File: src/rtl/motor_start_params.svh
// Constants of the motor start-up supervision stage: limits, defaults and timing.
// Assumes currents and current settings in steps of 0.01 x motor_nominal_current,
// and time settings in steps of 0.1 s.
`ifndef MOTOR_START_PARAMS_SVH
`define MOTOR_START_PARAMS_SVH

// ==========================================================================
// Clock and time base
// ==========================================================================
`define MS_CLK_HZ           200000000
`define MS_TICK_MS          1
`define MS_TICK_CYCLES_DEF  ((`MS_CLK_HZ / 1000) * `MS_TICK_MS)
`define MS_STOP_MIN_MS      10'h1F4
`define MS_RISE_MAX_MS      8'hC8
`define MS_OPER_STEP_MS     7'h64

// ==========================================================================
// Fixed current limits, 0.01 x nominal per step
// ==========================================================================
`define MS_STOPPED_LIM      16'h000A
`define MS_RUN_LOW_LIM      16'h0014
`define MS_RUN_HIGH_LIM     16'h0078

// ==========================================================================
// Setting ranges and reset values
// ==========================================================================
`define MS_THR_MIN          16'h0082
`define MS_THR_MAX          16'h03E8
`define MS_THR_DEF          16'h0258
`define MS_RATED_MIN        16'h0096
`define MS_RATED_MAX        16'h03E8
`define MS_RATED_DEF        16'h0258
`define MS_DT_MIN           16'h000A
`define MS_DT_MAX           16'h0BB8
`define MS_DT_DEF           16'h000A
`define MS_K_MIN            16'h000A
`define MS_K_MAX            16'h07D0
`define MS_K_DEF            16'h000A

`endif

File: src/rtl/motor_start_pkg.sv
// Types shared by the motor start-up supervision stage.
// Assumes nothing of its surroundings.
`default_nettype none

package motor_start_pkg;

  // ========================================================================
  // Motor state and delay type
  // ========================================================================
  typedef enum logic [1:0] {
    ST_STOPPED,
    ST_RISE,
    ST_STARTING,
    ST_RUNNING
  } motor_state_t;

  typedef enum logic {
    FIXED_DELAY_TYPE,
    INVERSE_DELAY_TYPE
  } delay_kind_t;

endpackage

`default_nettype wire

File: src/rtl/div_req_if.sv
// Request and answer bundle between the supervision core and its divider.
// Assumes one clock shared by both ends.
`timescale 1ns/1ps
`default_nettype none

// ==========================================================================
// Divider request interface
// ==========================================================================
interface div_req_if;
  logic        start;
  logic [39:0] numer;
  logic [39:0] denom;
  logic        busy;
  logic        done;
  logic [39:0] quot;

  modport calc (input start, input numer, input denom, output busy, output done, output quot);
  modport user (output start, output numer, output denom, input busy, input done, input quot);
endinterface

`default_nettype wire

File: src/rtl/delay_divider.sv
// Sequential restoring divider used for the current-dependent operate time.
// Assumes an active-low reset released in step with the clock, one start pulse while idle.
`timescale 1ns/1ps
`default_nettype none

module delay_divider (
  input  wire logic  clk,
  input  wire logic  rst_n,
  div_req_if.calc    div
);

  logic [40:0] rem;
  logic [39:0] quo;
  logic [39:0] den;
  logic [5:0]  step;
  logic        busy;
  logic        done;
  logic [40:0] next_rem;
  logic [39:0] next_quo;
  logic [39:0] next_den;
  logic [5:0]  next_step;
  logic        next_busy;
  logic        next_done;
  logic [40:0] shifted;

  // ========================================================================
  // One quotient bit per cycle; forty cycles per division.
  // ========================================================================
  always_comb begin
    next_rem  = rem;
    next_quo  = quo;
    next_den  = den;
    next_step = step;
    next_busy = busy;
    next_done = 1'b0;
    shifted   = {rem[39:0], quo[39]};
    if (!busy) begin
      if (div.start) begin
        next_rem  = 41'h0;
        next_quo  = div.numer;
        next_den  = div.denom;
        next_step = 6'h00;
        next_busy = 1'b1;
      end
    end else if (den == 40'h0) begin
      // A zero divisor saturates rather than hanging the caller.
      next_quo  = 40'hFF_FFFF_FFFF;
      next_busy = 1'b0;
      next_done = 1'b1;
    end else begin
      if (shifted >= {1'b0, den}) begin
        next_rem = shifted - {1'b0, den};
        next_quo = {quo[38:0], 1'b1};
      end else begin
        next_rem = shifted;
        next_quo = {quo[38:0], 1'b0};
      end
      next_step = step + 6'h01;
      if (step == 6'h27) begin
        next_busy = 1'b0;
        next_done = 1'b1;
      end
    end
  end

  always_ff @(posedge clk or negedge rst_n) begin
    if (!rst_n) begin
      rem  <= 41'h0;
      quo  <= 40'h0;
      den  <= 40'h0;
      step <= 6'h00;
      busy <= 1'b0;
      done <= 1'b0;
    end else begin
      rem  <= next_rem;
      quo  <= next_quo;
      den  <= next_den;
      step <= next_step;
      busy <= next_busy;
      done <= next_done;
    end
  end

  assign div.busy = busy;
  assign div.done = done;
  assign div.quot = quo;

endmodule

`default_nettype wire

File: src/rtl/motor_start_supervision.sv
// Motor start-up supervision stage: motor state tracking, start and trip timing.
// Assumes phase currents are fundamental-frequency magnitudes, synchronous to REF_CLK_I,
// in steps of 0.01 x motor_nominal_current, qualified by SAMPLE_VALID_I.
`timescale 1ns/1ps
`default_nettype none
`include "motor_start_params.svh"

module motor_start_supervision #(
  parameter int MS_TICK_CYCLES = `MS_TICK_CYCLES_DEF
) (
  input  wire logic        REF_CLK_I,
  input  wire logic        RESETN_I,
  input  wire logic        SAMPLE_VALID_I,
  input  wire logic [15:0] PHASE_A_CURRENT_I,
  input  wire logic [15:0] PHASE_B_CURRENT_I,
  input  wire logic [15:0] PHASE_C_CURRENT_I,
  input  wire logic        SETTINGS_LOAD_I,
  input  wire logic [15:0] START_DETECT_THRESHOLD_I,
  input  wire logic [15:0] RATED_START_CURRENT_I,
  input  wire logic [15:0] FIXED_DELAY_TIME_I,
  input  wire logic [15:0] INV_TIME_COEFF_I,
  input  wire logic        DELAY_TYPE_I,
  input  wire logic        BLOCK_I,
  output logic             MOTOR_STOPPED_O,
  output logic             MOTOR_STARTING_O,
  output logic             MOTOR_RUNNING_O,
  output logic             START_O,
  output logic             TRIP_O
);

  // ========================================================================
  // Helpers
  // ========================================================================
  // Limits are compared against the phase sum, so the average needs no divider.
  function automatic logic [17:0] times3(input logic [15:0] x);
    return {2'b00, x} + {1'b0, x, 1'b0};
  endfunction

  function automatic logic [15:0] clamp(input logic [15:0] x, input logic [15:0] lo,
                                        input logic [15:0] hi);
    return (x < lo) ? lo : ((x > hi) ? hi : x);
  endfunction

  // ========================================================================
  // Reset release
  // ========================================================================
  logic rst_meta;
  logic rst_n;

  // Two stages so that the release never lands mid-cycle on the logic below.
  always_ff @(posedge REF_CLK_I or negedge RESETN_I) begin
    if (!RESETN_I) begin
      rst_meta <= 1'b0;
      rst_n    <= 1'b0;
    end else begin
      rst_meta <= 1'b1;
      rst_n    <= rst_meta;
    end
  end

  // ========================================================================
  // Time base: millisecond enable and 0.1 s enable
  // ========================================================================
  logic [17:0] ms_cnt;
  logic        ms_tick;
  logic [6:0]  step_cnt;
  logic        step_tick;
  logic [17:0] next_ms_cnt;
  logic        next_ms_tick;
  logic [6:0]  next_step_cnt;
  logic        next_step_tick;

  always_comb begin
    next_ms_tick   = 1'b0;
    next_step_tick = 1'b0;
    next_step_cnt  = step_cnt;
    if (ms_cnt == 18'(MS_TICK_CYCLES - 1)) begin
      next_ms_cnt  = 18'h00000;
      next_ms_tick = 1'b1;
      if (step_cnt == `MS_OPER_STEP_MS - 7'h01) begin
        next_step_cnt  = 7'h00;
        next_step_tick = 1'b1;
      end else begin
        next_step_cnt = step_cnt + 7'h01;
      end
    end else begin
      next_ms_cnt = ms_cnt + 18'h00001;
    end
  end

  always_ff @(posedge REF_CLK_I or negedge rst_n) begin
    if (!rst_n) begin
      ms_cnt    <= 18'h00000;
      ms_tick   <= 1'b0;
      step_cnt  <= 7'h00;
      step_tick <= 1'b0;
    end else begin
      ms_cnt    <= next_ms_cnt;
      ms_tick   <= next_ms_tick;
      step_cnt  <= next_step_cnt;
      step_tick <= next_step_tick;
    end
  end

  // ========================================================================
  // Settings, clamped to their legal ranges when loaded
  // ========================================================================
  logic [15:0] thr_set;
  logic [15:0] rated_set;
  logic [15:0] dt_set;
  logic [15:0] k_set;
  logic [15:0] next_thr_set;
  logic [15:0] next_rated_set;
  logic [15:0] next_dt_set;
  logic [15:0] next_k_set;

  always_comb begin
    next_thr_set   = thr_set;
    next_rated_set = rated_set;
    next_dt_set    = dt_set;
    next_k_set     = k_set;
    if (SETTINGS_LOAD_I) begin
      next_thr_set   = clamp(START_DETECT_THRESHOLD_I, `MS_THR_MIN, `MS_THR_MAX);
      next_rated_set = clamp(RATED_START_CURRENT_I, `MS_RATED_MIN, `MS_RATED_MAX);
      next_dt_set    = clamp(FIXED_DELAY_TIME_I, `MS_DT_MIN, `MS_DT_MAX);
      next_k_set     = clamp(INV_TIME_COEFF_I, `MS_K_MIN, `MS_K_MAX);
    end
  end

  always_ff @(posedge REF_CLK_I or negedge rst_n) begin
    if (!rst_n) begin
      thr_set   <= `MS_THR_DEF;
      rated_set <= `MS_RATED_DEF;
      dt_set    <= `MS_DT_DEF;
      k_set     <= `MS_K_DEF;
    end else begin
      thr_set   <= next_thr_set;
      rated_set <= next_rated_set;
      dt_set    <= next_dt_set;
      k_set     <= next_k_set;
    end
  end

  // ========================================================================
  // Motor state tracking
  // ========================================================================
  motor_start_pkg::motor_state_t state;
  motor_start_pkg::motor_state_t next_state;
  logic [17:0] sum;
  logic        sample_new;
  logic [9:0]  stop_ms;
  logic [7:0]  rise_ms;
  logic [17:0] next_sum;
  logic [9:0]  next_stop_ms;
  logic [7:0]  next_rise_ms;
  logic        below_stop;
  logic        below_run_low;
  logic        below_run_high;
  logic        above_thr;
  logic        stop_ok;

  assign below_stop     = sum < times3(`MS_STOPPED_LIM);
  assign below_run_low  = sum < times3(`MS_RUN_LOW_LIM);
  assign below_run_high = sum < times3(`MS_RUN_HIGH_LIM);
  assign above_thr      = sum > times3(thr_set);
  assign stop_ok        = stop_ms >= `MS_STOP_MIN_MS;

  always_comb begin
    next_state   = state;
    next_stop_ms = stop_ms;
    next_rise_ms = rise_ms;
    next_sum     = sum;
    if (SAMPLE_VALID_I) begin
      next_sum = {2'b00, PHASE_A_CURRENT_I} + {2'b00, PHASE_B_CURRENT_I}
               + {2'b00, PHASE_C_CURRENT_I};
    end
    case (state)
      motor_start_pkg::ST_STOPPED: begin
        next_rise_ms = 8'h00;
        if (!below_stop) begin
          next_state = motor_start_pkg::ST_RISE;
        end else if (ms_tick && !stop_ok) begin
          next_stop_ms = stop_ms + 10'h001;
        end
      end
      motor_start_pkg::ST_RISE: begin
        if (below_stop) begin
          // A dip back to stop restarts the continuous stop time.
          next_state   = motor_start_pkg::ST_STOPPED;
          next_stop_ms = 10'h000;
        end else if (above_thr && stop_ok && rise_ms < `MS_RISE_MAX_MS) begin
          next_state   = motor_start_pkg::ST_STARTING;
          next_stop_ms = 10'h000;
        end else if (rise_ms >= `MS_RISE_MAX_MS && !below_run_low) begin
          next_state   = motor_start_pkg::ST_RUNNING;
          next_stop_ms = 10'h000;
        end else if (ms_tick && rise_ms < `MS_RISE_MAX_MS) begin
          next_rise_ms = rise_ms + 8'h01;
        end
      end
      motor_start_pkg::ST_STARTING: begin
        if (below_stop) begin
          next_state = motor_start_pkg::ST_STOPPED;
        end else if (below_run_high) begin
          next_state = motor_start_pkg::ST_RUNNING;
        end
      end
      motor_start_pkg::ST_RUNNING: begin
        if (below_stop) begin
          next_state = motor_start_pkg::ST_STOPPED;
        end
      end
      default: begin
        next_state = motor_start_pkg::ST_STOPPED;
      end
    endcase
  end

  always_ff @(posedge REF_CLK_I or negedge rst_n) begin
    if (!rst_n) begin
      state      <= motor_start_pkg::ST_STOPPED;
      sum        <= 18'h00000;
      sample_new <= 1'b0;
      stop_ms    <= 10'h000;
      rise_ms    <= 8'h00;
    end else begin
      state      <= next_state;
      sum        <= next_sum;
      sample_new <= SAMPLE_VALID_I;
      stop_ms    <= next_stop_ms;
      rise_ms    <= next_rise_ms;
    end
  end

  // ========================================================================
  // Operate delay, start and trip
  // ========================================================================
  div_req_if div ();

  delay_divider u_delay_divider (
    .clk   (REF_CLK_I),
    .rst_n (rst_n),
    .div   (div)
  );

  logic        starting;
  logic        fixed_sel;
  logic [17:0] rated3;
  logic [19:0] oper_cnt;
  logic [19:0] inv_delay;
  logic        inv_ready;
  logic        div_go;
  logic [19:0] next_oper_cnt;
  logic [19:0] next_inv_delay;
  logic        next_inv_ready;
  logic        next_div_go;
  logic        next_start;
  logic        next_trip;
  logic [19:0] delay;

  assign starting  = state == motor_start_pkg::ST_STARTING;
  assign fixed_sel = DELAY_TYPE_I == motor_start_pkg::FIXED_DELAY_TYPE;
  assign rated3    = times3(rated_set);
  // The sum stands for three times the measured current, so the ratio needs rated x 3.
  assign div.numer = 40'(k_set) * 40'(rated3) * 40'(rated3);
  assign div.denom = 40'(sum) * 40'(sum);
  assign div.start = div_go;

  always_comb begin
    next_inv_delay = inv_delay;
    next_inv_ready = inv_ready;
    next_oper_cnt  = 20'h00000;
    // The dependent delay is refreshed on each new sample that finds the divider idle, so a sagging start current
    // stretches the allowed time while the start is still in progress.
    next_div_go = starting && sample_new && !div.busy && !div_go;
    if (!starting) begin
      next_inv_ready = 1'b0;
    end else if (div.done) begin
      next_inv_ready = 1'b1;
      next_inv_delay = (|div.quot[39:20]) ? 20'hFFFFF : div.quot[19:0];
    end
    if (starting && !BLOCK_I) begin
      next_oper_cnt = oper_cnt;
      if (step_tick && oper_cnt != 20'hFFFFF) begin
        next_oper_cnt = oper_cnt + 20'h00001;
      end
    end
    delay      = fixed_sel ? {4'h0, dt_set} : inv_delay;
    next_start = starting && !BLOCK_I;
    next_trip  = next_start && oper_cnt >= delay && (fixed_sel || inv_ready);
  end

  always_ff @(posedge REF_CLK_I or negedge rst_n) begin
    if (!rst_n) begin
      oper_cnt         <= 20'h00000;
      inv_delay        <= 20'h00000;
      inv_ready        <= 1'b0;
      div_go           <= 1'b0;
      START_O          <= 1'b0;
      TRIP_O           <= 1'b0;
      MOTOR_STOPPED_O  <= 1'b1;
      MOTOR_STARTING_O <= 1'b0;
      MOTOR_RUNNING_O  <= 1'b0;
    end else begin
      oper_cnt         <= next_oper_cnt;
      inv_delay        <= next_inv_delay;
      inv_ready        <= next_inv_ready;
      div_go           <= next_div_go;
      START_O          <= next_start;
      TRIP_O           <= next_trip;
      MOTOR_STOPPED_O  <= state == motor_start_pkg::ST_STOPPED
                       || state == motor_start_pkg::ST_RISE;
      MOTOR_STARTING_O <= starting;
      MOTOR_RUNNING_O  <= state == motor_start_pkg::ST_RUNNING;
    end
  end

endmodule

`default_nettype wire

File: config.mk
export PLATFORM = sky130hd
export DESIGN_NAME = motor_start_supervision
export DESIGN_NICKNAME = d
export VERILOG_FILES = /design/src/rtl/motor_start_pkg.sv /design/src/rtl/div_req_if.sv /design/src/rtl/delay_divider.sv /design/src/rtl/motor_start_supervision.sv
export VERILOG_INCLUDE_DIRS = /design/src /design/src/rtl
export SDC_FILE = /design/constraint.sdc
export NUM_CORES = 2
export LEC_CHECK = 0
export BUFFER_PORTS_ARGS = -buffer_cell sky130_fd_sc_hd__buf_2
export CAP_MARGIN = 20
export CORE_MARGIN = 4
export CORE_UTILIZATION = 40
export CTS_BUF_LIST = sky130_fd_sc_hd__clkbuf_16
export CTS_CLUSTER_SIZE = 12
export DETAILED_ROUTE_END_ITERATION = 12
export GPL_TIMING_DRIVEN = 1
export PLACE_DENSITY_LB_ADDON = 0.25
export SLEW_MARGIN = 0
export SYNTH_ARGS = -nofsm -noshare
export SYNTH_HDL_FRONTEND = slang
export SYNTH_HIERARCHICAL = 1
export SYNTH_SLANG_ARGS = --single-unit
File: constraint.sdc
create_clock -name REF_CLK_I -period 14.7 [get_ports REF_CLK_I]
set_input_delay 0 -clock REF_CLK_I [delete_from_list [all_inputs] [get_ports REF_CLK_I]]
set_output_delay 0 -clock REF_CLK_I [all_outputs]
set_load 0.005 [all_outputs]
* Word level (Yosys, flattened, before mapping)
Cells that the tools add are included.
** Cells by class
- $add $sub $neg :: 11
- Eq/ne operators :: 20
- Multiply operators :: 3
- Reductions and logical operators :: 30
- Divide/modulo/power cells :: 0
- Shift-type cells :: 0
- Order comparisons :: 17
- Mux-type cells :: 56
- Bitwise gates (word level) :: 2
** Operator list (number)
- $mux 40 :: 7
- $mux 16 :: 8
- $mux 20 :: 4
- $mux 10 :: 5
- $ge 41x36->1 :: 1
- $logic_not 40->1 :: 1
- $mul 34x18->40 :: 1
- $sub 40x36->40 :: 1
- $add 16x17->18 :: 2
- $mul 18x18->36 :: 1
- $mul 16x18->34 :: 1
- $gt 16x10->1 const B :: 2
- $lt 16x4->1 const B :: 2
- $lt 16x8->1 const B :: 2
- $mux 8 :: 4
- $add 20x1->20 const B :: 1
- $ge 20x20->1 :: 1
- $ne 20x20->1 const B :: 1
- $pmux 10 s2 :: 1
- $reduce_or 20->1 :: 1
- $add 17x16->18 :: 1
- $add 18x1->18 const B :: 1
- $eq 18x18->1 const B :: 1
- $gt 18x18->1 :: 1
- other kinds (37) :: 88
** Word-level totals
- Memory bits (writable) :: 0
- Logic and storage cells :: 169
- Input port bits :: 118
- Latch bits :: 0
- ROM bits :: 0
- Memories :: 0
- Output and inout port bits :: 5
- Bits in registers :: 303

* Logic depth before layout (Yosys ltp)
- Word-level depth :: 7
- Gate-level depth with buffers :: 58
- Mapped depth without buffers :: 56

* By module
Netlist, hierarchy kept.
** By module, submodules not included
- motor_start_supervision :: sequential area each 4495.6 sq um, area each 44969.4 sq um, cells an instance 5029, times used 1
- delay_divider :: sequential area each 3203.1 sq um, area each 8054.0 sq um, cells an instance 971, times used 1

* Worst setup path before layout
No wires, ideal clock.
- Kind :: flip-flop to flip-flop
- From :: register rated_set[4]
- To :: register u_delay_divider.quo[39], in the netlist u_delay_divider/div.quot[39]
- Buffers on the path :: 2
- Library setup time :: 0.137 ns
- Data arrival time :: 13.548 ns
- Stages on the path, launching flop included :: 51
- Required time :: 14.563 ns
- Setup slack :: 1.015 ns
- Clock period less this slack :: 13.685 ns
- Cell sequence :: dfstp_2 > ha_1 > or4_1 > a41oi_1 > o211ai_1 > a31oi_1 > o21bai_1 > xor2_1 > clkbuf_1 > clkbuf_1 > nand2_1 > fa_1 > fa_1 > inv_1 > fa_1 > inv_1 > fa_1 > fa_1 > [... 15 more ...] > fa_1 > inv_1 > fa_1 > inv_1 > fa_1 > inv_1 > ha_1 > and3_1 > and3_1 > a311oi_2 > a21o_1 > o21ai_1 > a221o_1 > a21oi_1 > xnor3_1 > xnor2_1 > a211oi_1 > a21oi_1
** On the way
- Word-level cells in the longest chain between the ends :: 5
** Ends and longest elaborated chain
- from (decl) :: RTL line motor_start_supervision.sv:109 : logic [15:0] rated_set;
- from (signal assigned) :: RTL line motor_start_supervision.sv:133 : rated_set <= `MS_RATED_DEF;
- from (signal assigned) :: RTL line motor_start_supervision.sv:138 : rated_set <= next_rated_set;
- $add 16x17->18 (*) :: RTL line motor_start_supervision.sv:36 : return {2'b00, x} + {1'b0, x, 1'b0};
- $mul 16x18->34 :: RTL line motor_start_supervision.sv:265 : assign div.numer = 40'(k_set) * 40'(rated3) * 40'(rated3);
- $mul 34x18->40 (*) :: RTL line motor_start_supervision.sv:265
- net div.numer[39] :: RTL line div_req_if.sv:11 : logic [39:0] numer;
- $mux 40 (*) :: RTL line delay_divider.sv:38 : if (div.start) begin
- $mux 40 (*) :: RTL line delay_divider.sv:37 : if (!busy) begin
- to (signal assigned) :: RTL line delay_divider.sv:76 : quo <= next_quo;
- to (decl) :: RTL line delay_divider.sv:13 : logic [39:0] quo;
The timed path passes the listed nets; every way through them passes the cells marked *. The select of a mux whose other input is x is not followed.
A chain may end at the register's enable or synchronous reset.

* Worst setup path after layout
Ends and elaborated chain as after synthesis.

==> flow_summary.yaml <==
logic_synthesis:
  post_synth_num_cell_types: 97
  ys.warnings.count: 6
  synthArstFlopShare_pct: 100
  post_synth.cell_area_avg_um2: 8.84
  synth_top_flop_cell: "dfrtp_1"
  area_of_the_mapped_netlist_um2: 53000
  synth_seq_area_share_pct: 14.5
  synth_edf_count: 0
  ys_seq_elements: 307
  netlist_instances: 6000
critical_path:
  critical_path.startpoint: "rated_set[4]$_DFFE_PN1P_"
  worst_reg2reg_endpoint: "u_delay_divider/div.quot[39]$_DFFE_PN0P_"
  critPathMaxStageDelay_ns: 0.58
  crit_path_end: "u_delay_divider/div.quot[39]$_DFFE_PN0P_"
  reg2reg_from: "rated_set[4]$_DFFE_PN1P_"
  crit_required_ns: 15.18
  cp-end-kind: "register"
  critPathLaunchType: "register"
  critical_path_arrival_ns: 14.46
  crit_type: "reg -> reg"
  cpMostUsedCell: "fa_1"
  critical-path-slowest-cell: "fa_1"
  crit_fanout: 22
  ff2ff_path_depth: 44
  timing.reg2reg.setup_slack_ns: 0.72
cells_and_area:
  antenna_cells: 0
  mostFrequentLayoutCells: "inv_1 (1211), fa_1 (907), nand2_1 (699)"
  fin_nets: 7596
  final_layout_size_suffix_gt1_share_pct: 6.35
  leading_cell_type_in_the_layout_fill_and_taps_excluded: "inv_1"
  final_area_um2: 58500
  layout-area-overhead-vs-synth_pct: 10.2
grt:
  grt.total_usage_pct: 21.0
  grt_pass1_vias: 42400
  antenna_found_initial: 4
  grt_pass1_wl_um: 232000
  grt_start_max_net_pins: 179
  grt.overflow.total: 0
timing:
  achievable-frequency_ghz: 0.0715
  slew_violations: 0
  timing.final.setup_violations: 0
  post-route-min-period_ns: 13.98
  layout_setup_ws_ns: 0.721
  setup_total_negative_slack_ns: 0
  slew_headroom_pct: 27.6
  post-route-period-util_pct: 95.1
  rsz0062_at_grt: "no"
  hold_viol: 0
  skew_ns: 0.0551
  tightest_slew_ns: 1.08
run_status:
  run_status: "complete, no violations"
clock_network:
  clockBufferDepth: 3
  clk_root_buffer_cell: "clkbuf_16"
  clk-insertion-delay-late_ns: 0.63
  cts_buffers: 41
  clk_pin_slew_worst_paths_ns: 0.06
  h-tree-depth: 2
  cts_tree: "done"
  cts_sink_count: 307
min_path:
  whs_path_depth: 6
  hold_path_class: "in -> reg"
drt:
  num_vias: 40100
  drt.antenna.violating_nets: 0
  detail_route.wirelength_um: 141000
  dr.pass1.iters: 5
  post_drt_wl_per_cell_um: 17.8
  drt_first_iter_violations: 2159
  routed_via_density: 5.06
  drt_drc_violations_left: 0
place:
  numPortBuffers: 122
  finalWeightedCongestion: 0.883
  pre_cts_ws_ns: 0.269
  dp_hpwl_um: 110000
  placed_area_um2: 55800
floorplan:
  start_util_pct: 40.3
  die_area_um2: 138000
  io_pins: 123
  chipWidth_um: 372
  design.core.area_um2: 132000
  core.rowCount: 133
  die_h_um: 372
job:
  maxCapViolCount: 0
Yosys cell counts (all sizes together), types with 22 or more instances:
| cell | instances | area, µm² |
|---|---|---|
| o21ai | 201 | 1010 |
| mux2i | 30 | 300 |
| and2 | 251 | 1570 |
| xnor2 | 151 | 1330 |
| inv | 1203 | 4520 |
| nand4 | 47 | 294 |
| dfrtp | 294 | 7360 |
| nand3 | 86 | 430 |
| nor3 | 35 | 186 |
| nor4 | 32 | 200 |
| and3 | 23 | 149 |
| o21bai | 38 | 297 |
| nand2 | 700 | 2630 |
| ha | 431 | 5390 |
| a211oi | 56 | 430 |
| fa | 908 | 18200 |
| o21a | 24 | 180 |
| nor2 | 423 | 1590 |
| a21o | 84 | 638 |
| nor2b | 104 | 651 |
| buf | 22 | 108 |
| a21oi | 234 | 1180 |
| nand2b | 62 | 388 |
| xor2 | 92 | 851 |
| clkbuf | 223 | 837 |
| a31oi | 24 | 150 |
area by class of cell:
class,instances,area [µm²]
fill,12900,73200
multi-input combinational,4247,40100
sequential,307,7700
inverter,1205,4520
timing repair buffer,337,2570
tap,1755,2200
clock buffer,42,1050
clock inverter,32,277
per-stage QoR:
stage	std cells	utilization (%)	hold slack [ns]
6_report	7925	44.4	0.0439
5_1_grt	7925	44.4	0.0536
4_1_cts	7912	44.2	0.0180
3_5_place_dp	7731	42.4	-0.207
3_3_place_gp	7729	42.4	-0.211
2_1_floorplan	6004	-	-0.296
worst min-delay path by stage:
stage	to	from	slack, ns
global placement	rst_meta$_DFF_PN0_	RESETN_I	-0.21
finish	sum[10]$_DFFE_PN0P_	PHASE_C_CURRENT_I[10]	0.04
global route	sum[10]$_DFFE_PN0P_	PHASE_C_CURRENT_I[10]	0.05
detailed placement	rst_meta$_DFF_PN0_	RESETN_I	-0.21
CTS	sum[10]$_DFFE_PN0P_	PHASE_C_CURRENT_I[10]	0.02
floorplan	rst_meta$_DFF_PN0_	RESETN_I	-0.30
per-layer routing:
layer  vias up  track usage, %  wire length [µm]
li1      18900               -                 -
met1     20200            29.4             64300
met2       953            33.5             63900
met3       164            4.70              9840
met4         4            4.19              3010
met5         -               0                27
worst max-delay path, delay by kind of cell (launching register included):
| kind | cells | cell delay (ns) |
|---|---|---|
| adder cells (fa/ha/maj) | 15 | 7.20 |
| AND/OR/NAND/NOR | 10 | 2.45 |
| AO/OA/AOI/OAI | 9 | 2.10 |
| buffers and inverters | 7 | 0.93 |
| XOR/XNOR | 3 | 0.58 |
| flip-flops | 1 | 0.54 |
logic make-up (layout without fill, tap and decap cells):
logic type / count (synthesis) / after routing / synth area share (%)
xor+xnor: 247 / 247 / 4.28
mux: 36 / 36 / 0.694
other cells: 2 / 6 / 0.0142
fa+ha+maj: 1339 / 1339 / 44.5
buf+inv: 1450 / 1616 / 10.3
simple gates: 1819 / 1819 / 16.0
compound gates: 800 / 800 / 9.70
flops: 307 / 307 / 14.5
registers in the layout, summed over array words and instances (netlist names), 16 cells and up:
signal and flops:
dt_set 16, inv_delay 20, k_set 16, ms_cnt 18, oper_cnt 20, rated_set 16, sum 18, thr_set 16
u_delay_divider/den 40, u_delay_divider/div.quot 40, u_delay_divider/rem 40
timing repair:
| item | CTS | global route |
|---|---|---|
| hold endpoints to repair | 80 | 0 |
| endpoints found under the setup margin | 0 | 5 |
| hold buffers | 107 | 0 |
| setup buffers | 0 | 9 |
| resized for setup | 0 | 22 |
Power is left out: the tool's default activity adds up to more than one toggle a clock period on the data nets, which glitch-free logic cannot reach.
